File: src/rtl/ahl_pkg.sv
`default_nettype none
package ahl_pkg;
    localparam int DEPTH = 10;
    localparam int CODE_W = 12;
    localparam int IDX_W = 4;
    // 13 years of 100 ms ticks needs about 4.1e9 counts, so 32 bits
    localparam int STAMP_W = 32;
    localparam int TICK_NS = 100000000;
    localparam int CLK_NS = 10;
    localparam int TICK_CYCLES = TICK_NS / CLK_NS;
    localparam int HOUR_MS = 3600000;
    localparam int TICK_MS = 100;
    localparam logic [STAMP_W-1:0] HOUR_TICKS = STAMP_W'(HOUR_MS / TICK_MS);
    localparam logic [CODE_W-1:0] EMPTY_CODE = 12'hfff;
endpackage : ahl_pkg
`default_nettype wire

File: src/rtl/ahl_time_base.sv
`default_nettype none
module ahl_time_base #(
    parameter int TICK_CYCLES = ahl_pkg::TICK_CYCLES
) (
    input wire logic i_core_clk,
    input wire logic i_rst,
    input wire logic i_power_on,
    output logic [ahl_pkg::STAMP_W-1:0] o_stamp
);
    logic [31:0] div_ff;
    logic [31:0] nxt_div;
    logic [ahl_pkg::STAMP_W-1:0] stamp_ff = '0;
    logic [ahl_pkg::STAMP_W-1:0] nxt_stamp;

    always_comb begin
        nxt_div = div_ff;
        nxt_stamp = stamp_ff;
        if (i_power_on) begin
            if (div_ff == 32'(TICK_CYCLES - 1)) begin
                nxt_div = 32'h0;
                nxt_stamp = stamp_ff + 1'b1;
            end else begin
                nxt_div = div_ff + 32'h1;
            end
        end
    end

    // Reset zeroes the fraction only; total operating time is kept
    always_ff @(posedge i_core_clk) begin
        if (i_rst) begin
            div_ff <= 32'h0;
        end else begin
            div_ff <= nxt_div;
        end
        stamp_ff <= nxt_stamp;
    end

    assign o_stamp = stamp_ff;
endmodule : ahl_time_base
`default_nettype wire

File: src/rtl/ahl_alarm_log.sv
`default_nettype none
module ahl_alarm_log #(
    parameter int DEPTH = ahl_pkg::DEPTH,
    parameter int TICK_CYCLES = ahl_pkg::TICK_CYCLES,
    parameter logic [ahl_pkg::STAMP_W-1:0] HOUR_TICKS = ahl_pkg::HOUR_TICKS
) (
    input wire logic i_core_clk,
    input wire logic i_rst,
    input wire logic i_power_on,
    input wire logic i_alarm_valid,
    input wire logic [ahl_pkg::CODE_W-1:0] i_alarm_code,
    input wire logic i_alarm_reset,
    input wire logic i_op_view,
    input wire logic i_op_clear,
    input wire logic i_pc_view,
    input wire logic i_pc_clear,
    input wire logic [ahl_pkg::IDX_W-1:0] i_index,
    output logic [ahl_pkg::CODE_W-1:0] o_code,
    output logic [ahl_pkg::STAMP_W-1:0] o_stamp,
    output logic o_view_active,
    output logic o_console_conflict_indication,
    output logic [ahl_pkg::STAMP_W-1:0] o_now
);
    // Power-up contents only: no reset ever touches the log afterwards
    logic [ahl_pkg::CODE_W-1:0] code_ff [DEPTH] = '{default: ahl_pkg::EMPTY_CODE};
    logic [ahl_pkg::STAMP_W-1:0] stamp_ff [DEPTH] = '{default: '0};
    logic [ahl_pkg::CODE_W-1:0] nxt_code [DEPTH];
    logic [ahl_pkg::STAMP_W-1:0] nxt_stamp [DEPTH];
    logic [ahl_pkg::CODE_W-1:0] rd_code_ff;
    logic [ahl_pkg::STAMP_W-1:0] rd_stamp_ff;
    logic [ahl_pkg::CODE_W-1:0] nxt_rd_code;
    logic [ahl_pkg::STAMP_W-1:0] nxt_rd_stamp;
    logic view_ff;
    logic conflict_ff;
    logic nxt_view;
    logic nxt_conflict;
    logic [ahl_pkg::STAMP_W-1:0] now;
    logic op_req;
    logic pc_req;
    logic do_clear;
    logic dup_recent;
    logic do_log;

    ahl_time_base #(.TICK_CYCLES(TICK_CYCLES)) u_time (
        .i_core_clk(i_core_clk),
        .i_rst(i_rst),
        .i_power_on(i_power_on),
        .o_stamp(now)
    );

    function automatic logic is_recent(input logic [ahl_pkg::STAMP_W-1:0] t_now,
                                       input logic [ahl_pkg::STAMP_W-1:0] t_then);
        is_recent = (t_now - t_then) <= HOUR_TICKS;
    endfunction : is_recent

    assign op_req = i_op_view | i_op_clear;
    assign pc_req = i_pc_view | i_pc_clear;
    assign do_clear = (i_op_clear & ~pc_req) | (i_pc_clear & ~op_req);

    // Only the latest occurrence of a code matters; newer slots sit at lower indices
    always_comb begin
        dup_recent = 1'b0;
        for (int i = DEPTH - 1; i >= 0; i--) begin
            if (code_ff[i] == i_alarm_code) begin
                dup_recent = is_recent(now, stamp_ff[i]);
            end
        end
    end

    // Clear wins over a same-cycle alarm; the alarm is assumed part of the erased history
    assign do_log = i_alarm_valid & ~dup_recent & ~do_clear & (i_alarm_code != ahl_pkg::EMPTY_CODE);

    always_comb begin
        for (int i = 0; i < DEPTH; i++) begin
            nxt_code[i] = code_ff[i];
            nxt_stamp[i] = stamp_ff[i];
        end
        if (do_clear) begin
            for (int i = 0; i < DEPTH; i++) begin
                nxt_code[i] = ahl_pkg::EMPTY_CODE;
                nxt_stamp[i] = '0;
            end
        end else if (do_log) begin
            for (int i = DEPTH - 1; i > 0; i--) begin
                nxt_code[i] = code_ff[i-1];
                nxt_stamp[i] = stamp_ff[i-1];
            end
            nxt_code[0] = i_alarm_code;
            nxt_stamp[0] = now;
        end
    end

    // Read path: an index past the log reads as an empty slot
    always_comb begin
        nxt_view = (i_op_view ^ i_pc_view) & ~(op_req & pc_req);
        nxt_conflict = op_req & pc_req;
        nxt_rd_code = ahl_pkg::EMPTY_CODE;
        nxt_rd_stamp = '0;
        if (int'(i_index) < DEPTH) begin
            nxt_rd_code = code_ff[i_index];
            nxt_rd_stamp = stamp_ff[i_index];
        end
    end

    // The log has no reset: it must survive alarm reset and power loss
    always_ff @(posedge i_core_clk) begin
        for (int i = 0; i < DEPTH; i++) begin
            code_ff[i] <= nxt_code[i];
            stamp_ff[i] <= nxt_stamp[i];
        end
    end

    always_ff @(posedge i_core_clk) begin
        if (i_rst) begin
            view_ff <= 1'b0;
            conflict_ff <= 1'b0;
            rd_code_ff <= ahl_pkg::EMPTY_CODE;
            rd_stamp_ff <= '0;
        end else begin
            view_ff <= nxt_view;
            conflict_ff <= nxt_conflict;
            rd_code_ff <= nxt_rd_code;
            rd_stamp_ff <= nxt_rd_stamp;
        end
    end

    assign o_code = rd_code_ff;
    assign o_stamp = rd_stamp_ff;
    assign o_view_active = view_ff;
    assign o_console_conflict_indication = conflict_ff;
    assign o_now = now;
endmodule : ahl_alarm_log
`default_nettype wire

File: config.mk
export PLATFORM = sky130hd
export DESIGN_NAME = ahl_alarm_log
export DESIGN_NICKNAME = d
export VERILOG_FILES = /design/src/rtl/ahl_pkg.sv /design/src/rtl/ahl_time_base.sv /design/src/rtl/ahl_alarm_log.sv
export SDC_FILE = /design/constraint.sdc
export NUM_CORES = 2
export LEC_CHECK = 0
export BUFFER_PORTS_ARGS = -buffer_cell sky130_fd_sc_hd__buf_4
export CAP_MARGIN = 40
export CORE_ASPECT_RATIO = 1.4
export CORE_MARGIN = 8
export CORE_UTILIZATION = 60
export CTS_BUF_LIST = sky130_fd_sc_hd__clkbuf_16
export DETAILED_ROUTE_END_ITERATION = 10
export HOLD_SLACK_MARGIN = 0.06
export PLACE_DENSITY = 0.82
export SLEW_MARGIN = 20
export SYNTH_ARGS = -nofsm -noshare
export SYNTH_HDL_FRONTEND = slang
export SYNTH_HIERARCHICAL = 1
export SYNTH_SLANG_ARGS = --single-unit
export TNS_END_PERCENT = 50
File: constraint.sdc
create_clock -name i_core_clk -period 5.5 [get_ports i_core_clk]
set_input_delay 1.1 -clock i_core_clk [delete_from_list [all_inputs] [get_ports i_core_clk]]
set_output_delay 1.1 -clock i_core_clk [all_outputs]
set_load 0.01 [all_outputs]
[Yosys cells after proc, flatten, opt, wreduce, memory -nomap -nowiden]
Memory sizes are Yosys's and may differ from the RTL's. A register that Yosys moved wholly into a read port is not among the register bits.
Index checks and enable logic that the tools add are counted.
Cells by class
  add/subtract/negate cells: 12
  $lt $le $gt $ge: 11
  equal/unequal tests: 12
  multiplexer cells: 15
  bitwise operators: 17
  reductions and logical operators: 2
Operator list (number)
  320-bit two-way mux: 2
  32-bit by 16-bit <= comparator with 1-bit output, second input constant: 10
  32-bit subtractor: 10
  120-bit two-way mux: 2
  12-bit == test: 10
  32-bit by 1-bit adder with 32-bit output, second input constant: 2
  32-bit by 24-bit == test with 1-bit output, second input constant: 1
  32-bit two-way mux: 1
  12-bit inequality test, second input constant: 1
  1-bit two-way mux: 10
  1-bit bitwise AND: 7
  1-bit inverter: 6
  4-bit < comparator, second input constant: 1
  1-bit OR: 3
  2-bit AND reduction: 1
  2-bit OR reduction: 1
  1-bit bitwise XOR: 1
Word-level totals
  flip-flop bits (word level): 66
  RAM bits: 440
  input port bits: 25
  output and inout port bits: 78
  word-level logic and storage cells: 75
  memories kept: 2
Memory list
  stamp_ff: depth 10, width 32, rd ports 11, clocked after Yosys merged registers in 1, write ports 10, RTL line ahl_alarm_log.sv:26  | logic [ahl_pkg::STAMP_W-1:0] stamp_ff [DEPTH] = '{default: '0};
  code_ff: depth 10, width 12, rd ports 11, clocked after Yosys merged registers in 1, write ports 10, RTL line ahl_alarm_log.sv:25  | logic [ahl_pkg::CODE_W-1:0] code_ff [DEPTH] = '{default: ahl_pkg::EMPTY_CODE};

[Depth between registers and ports, before layout]
  depth after elaboration: 18
  depth in mapped cells: 19

[Hierarchy]
The synthesis kept the hierarchy.
Modules (own cells, without submodules)
  ahl_alarm_log: times used 1, cells an instance 4702, area an instance 39683.1 sq um
  ahl_time_base: times used 1, cells an instance 312, area an instance 3165.5 sq um

[Worst setup path before layout]
No wires, ideal clock.
  path type: input -> register
  start: input port i_power_on
  end: register u_time.stamp_ff, in the netlist u_time/o_stamp[0] (enable)
  arrival: 4.683 ns
  required time: 4.999 ns
  path slack: 0.316 ns
  stages on the path: 4
  cell sequence: and3_1 > clkbuf_1 > nand3_1 > nor4_1
On the way
  longest elaborated chain between the ends: 1
RTL lines
  start: declaration: RTL line ahl_alarm_log.sv:9  | input wire logic i_power_on,
  2-bit AND reduction (no line)
  end signal: assignment: RTL line ahl_time_base.sv:35  | stamp_ff <= nxt_stamp;
  end: declaration: RTL line ahl_time_base.sv:12  | logic [ahl_pkg::STAMP_W-1:0] stamp_ff = '0;
Every way passes these cells.
A chain may end at the register's enable or synchronous reset.

==> results.md <==
STA:
- The number of slew-limit violations in the final report is 0.
- Setup violations remaining at the end of the flow were counted as 0.
- Hold timing on the final database bottoms out at a slack of 0.482 ns.
- The slew at the pin closest to its max-slew limit is 1.05 ns.
- Subtracting the final worst setup slack from the clock period gives 5.36 ns.
- The final-report hold violation count is 0.
- For the final database, setup skew stands at 0.0375 ns.
- The share of the clock period used by the worst path is 0.974.
- Based on the critical path, the design can be clocked at up to 187 MHz.
- The headroom to the max-slew limit is 0.298.

Drt:
- The final routed wire length divided by cell count is 21.2 um.
- The wire length after detailed routing is 129000 um.
- After the first detailed-routing iteration, the DRC count stood at 3409.
- Using the TritonRoute via totals, the vias-per-cell ratio works out to 6.43.
- The number of search-and-repair iterations in the first detailed-routing pass is 6.
- The total via count after detailed routing is 39098.
- Once detail routing completed, the nets flagged for antenna violations numbered 0.
- For this run, design rule violations remaining after detail routing come to 0.

Power and ir drop:
- For this design the total switching power over the nets is 0.00228 W.
- In this run the static leakage power is 21.0 nW.
- For this design the ratio of total power to cell area is 190 nW/um^2.
- The switching share of power is 0.257.
- The relative contribution of combinational cells to total power is 0.089.
- The total design power is 0.00885 W.
- The clock network fraction of design power is 0.440.
- Cell internal power was estimated by the tool at 0.00658 W.
- The largest vdd supply drop is 0.199 mV.
- The sequential cell fraction of total power is 0.471.

Clock tree:
- The quantity of hold-fixing buffers added after cts is 0.
- The clock passes through at most 3 buffers.
- TritonCTS built the clock tree.
- The deepest level of the CTS H-tree is 2.
- Once the clock tree was built, the setup fixing pass inserted 0 buffers.
- The count of instances resized after the clock tree is built is 0.
- Clock-pin slew was measured on the worst setup and hold paths at 0.07 ns.
- Clock latency on the worst-skew pair, taken at its later pin, is 0.66 ns.
- The tree is rooted in a sky130_fd_sc_hd__clkbuf_16.
- TritonCTS created 54 clock buffers.
- The number of sinks handled by clock tree synthesis is 550.

Logic synthesis:
- After synthesis the cells add up to 42800 um^2.
- The number of warnings issued by yosys is 6.
- The synthesized instance count is 5014.
- The post-synthesis net count is 5351.
- Counting distinct cell types in the post-synthesis netlist gives 107.
- The multiplexer area fraction after synthesis is 0.169.
- Averaged over all synthesized cells, the footprint is 8.55 um^2.
- The share of the synthesized area in compound gates (AO/OA/AOI/OAI) is 0.170.
- The number of flops mapped to enable cells by yosys is 32.
- The main flop type after synthesis is sky130_fd_sc_hd__dfxtp_1.
- The post-synthesis xor/xnor area fraction is 0.0658.
- Of the total synthesized cell area, the portion taken by full adders, half adders and majority gates is 0.0911.
- In this run, synthesis produced a sequential element count of 550.
- The share of the Yosys chip area taken by registers is 0.264.
- The main combinational cell family by area after synthesis is simple AND/OR/NAND/NOR gates.
- The async set or reset register ratio after synthesis is 0.
- The post-synthesis share of cell area spent on and, or, nand and nor gates is 0.171.

Worst setup path:
- The critical path's largest stage delay is 0.79 ns.
- The required time reported for the critical path endpoint is 6.00 ns.
- The maximum fanout count along the critical path is 42.
- The element type at the critical path start is a register.
- The worst setup path is of the reg2reg kind.
- Among the stages of the critical path, the cell type that occurs most often is sky130_fd_sc_hd__nand4_1.
- Traced cell by cell, the critical path runs through ha_1 -> a21oi_1 -> o21ai_1 -> mux2_1 -> o2111ai_1 -> nor4_1 -> and4_1 -> nand4_1 -> or4_1 -> o32ai_1 -> o31ai_1 -> buf_4 -> nand4_1 -> buf_6 -> buf_16 -> mux2i_1 -> nor2_1.
- STA puts the critical path data arrival time at 5.86 ns.
- The slowest stage of the critical path belongs to the cell sky130_fd_sc_hd__edfxtp_1.
- The kind of end point of the critical path is a register.

Place:
- The final RePlAce weighted congestion is 0.986.
- Buffers placed on the I/O ports in this run total 101.
- The estimated wirelength of the detail-placed design is 98700 um.

Die:
- Row generation in the floorplan step produced 116 rows.
- In this run the vertical extent of the chip is 332 um.
- The width of the die is 242 um.
- The core region is 71100 um^2.
- The top-level I/O count is 103.
- The die covers 80300 um^2.
- The initial utilization of the core area, before any placement, comes to 0.602.

GRT:
- The largest net degree at the start of global routing is 175.
- The number of global-route vias before repair is 37556.
- The total overflow reported by the global router is 0.
- The first global-routing pass estimated 201000 um of wire.
- The number of antenna violations at the first check in global routing came to 2.
- The total global-route track usage is 0.304.

Layout:
- For this run, the share of the core covered by cells in the final layout is 0.654.
- The net count of the finished layout is 5426.
- The synthesis-to-layout area growth is 8.47%.
- The fraction of layout instances using a drive strength above 1 is 0.0978.

Run:
- The total of max-cap violations is 0.

Outcome:
- The flow ran to the end, and the final reports show no timing, DRC or antenna violations.

Hold path:
- The class of the most critical hold timing path is reg2reg.
area by class of cell:
class,instances,area [um^2]
multi-input cells,3866,28700
fillers,5779,24600
flip-flops and latches,550,11300
repair buffers,251,2120
clock buffers,56,1400
inverters,366,1370
well taps,944,1180
clock inverters,43,417
diodes,1,2.50
placed cells by master (no fill, tap or decap), types with 110 or more instances in the layout:
cell                       count
sky130_fd_sc_hd__a211oi_1    110
sky130_fd_sc_hd__a21oi_1     288
sky130_fd_sc_hd__buf_4       231
sky130_fd_sc_hd__dfxtp_1     518
sky130_fd_sc_hd__ha_1        311
sky130_fd_sc_hd__inv_1       372
sky130_fd_sc_hd__mux2i_1     504
sky130_fd_sc_hd__nand2_1     388
sky130_fd_sc_hd__nor2_1      532
sky130_fd_sc_hd__o21ai_0     165
sky130_fd_sc_hd__xnor2_1     151
sky130_fd_sc_hd__xor2_1      171
power groups by stage:
stage | clock (W) | combinational [W] | sequential (W)
2_1_floorplan | 0 | 0.000630 | 0.00424
3_3_place_gp | 0 | 0.000747 | 0.00425
3_5_place_dp | 0 | 0.000764 | 0.00426
4_1_cts | 0.00393 | 0.000771 | 0.00417
5_1_grt | 0.00408 | 0.000830 | 0.00418
6_report | 0.00390 | 0.000785 | 0.00417
critical path, delay by kind of cell, from the launching register on:
family / cells / cell delay [ns]
and+or+nand+nor: 6 / 1.60
AOI/OAI and AO/OA: 5 / 1.17
DFF: 1 / 0.79
buffers and inverters: 3 / 0.72
muxes: 2 / 0.55
adders and majority gates: 1 / 0.32
flip-flops by register name, summed over array words and instances (netlist names):
signal and flops:
o_stamp 32, o_console_conflict_indication 1, code_ff 120, o_view_active 1
stamp_ff 320, u_time/o_stamp 32, u_time/div_ff 32, o_code 12
logic make-up after synthesis:
group           Yosys count
simple gates           1540
flops                   550
fa+ha+maj               312
mux                     611
buf+inv                 598
xor+xnor                322
compound gates         1081
final timing paths:
path                                    startpoint                 to  slack [ns]  cells after the start
worst max register to register  u_time/o_stamp[13]     stamp_ff[6][2]        0.14                     17
worst min-delay path             u_time/div_ff[31]  u_time/div_ff[31]        0.48                      2
worst max-delay path            u_time/o_stamp[13]     stamp_ff[6][2]        0.14                     17
worst min register to register   u_time/div_ff[31]  u_time/div_ff[31]        0.48                      2
synth_stat cells, drive strengths merged (66+ instances only):
cell / n / area [um^2]
mux4: 88 / 1980
o21ai: 178 / 895
nand3: 87 / 435
ha: 312 / 3900
xor2: 171 / 1500
a21o: 93 / 698
nor3: 87 / 435
nor2b: 66 / 413
mux2i: 504 / 5040
dfxtp: 518 / 10400
a211oi: 114 / 876
clkbuf: 140 / 526
inv: 366 / 1370
a21oi: 292 / 1470
nand4: 86 / 538
buf: 92 / 1030
nor2: 532 / 2000
xnor2: 151 / 1320
nand2: 388 / 1460
metrics by stage:
step                      setup slack, ns  cells  cell area [um^2]  setup TNS, ns
after floorplan                     0.316   5014             42800              0
after global placement             0.0340   5973             44500              0
after detailed placement          -0.0704   5976             44600         -0.833
after CTS                           0.149   6075             46400              0
after global routing             -0.00460   6076             46500       -0.00460
final                               0.143   6077             46500              0
per-layer routing:
| layer | vias up | track usage | routed length [um] |
|---|---|---|---|
| li1 | 18334 | - | - |
| met1 | 18717 | 0.359 | 49400 |
| met2 | 1634 | 0.532 | 62500 |
| met3 | 411 | 0.0349 | 9050 |
| met4 | 2 | 0.169 | 7920 |
| met5 | - | 0.00367 | 37 |
No activity file was read; power rests on OpenSTA's default activity.
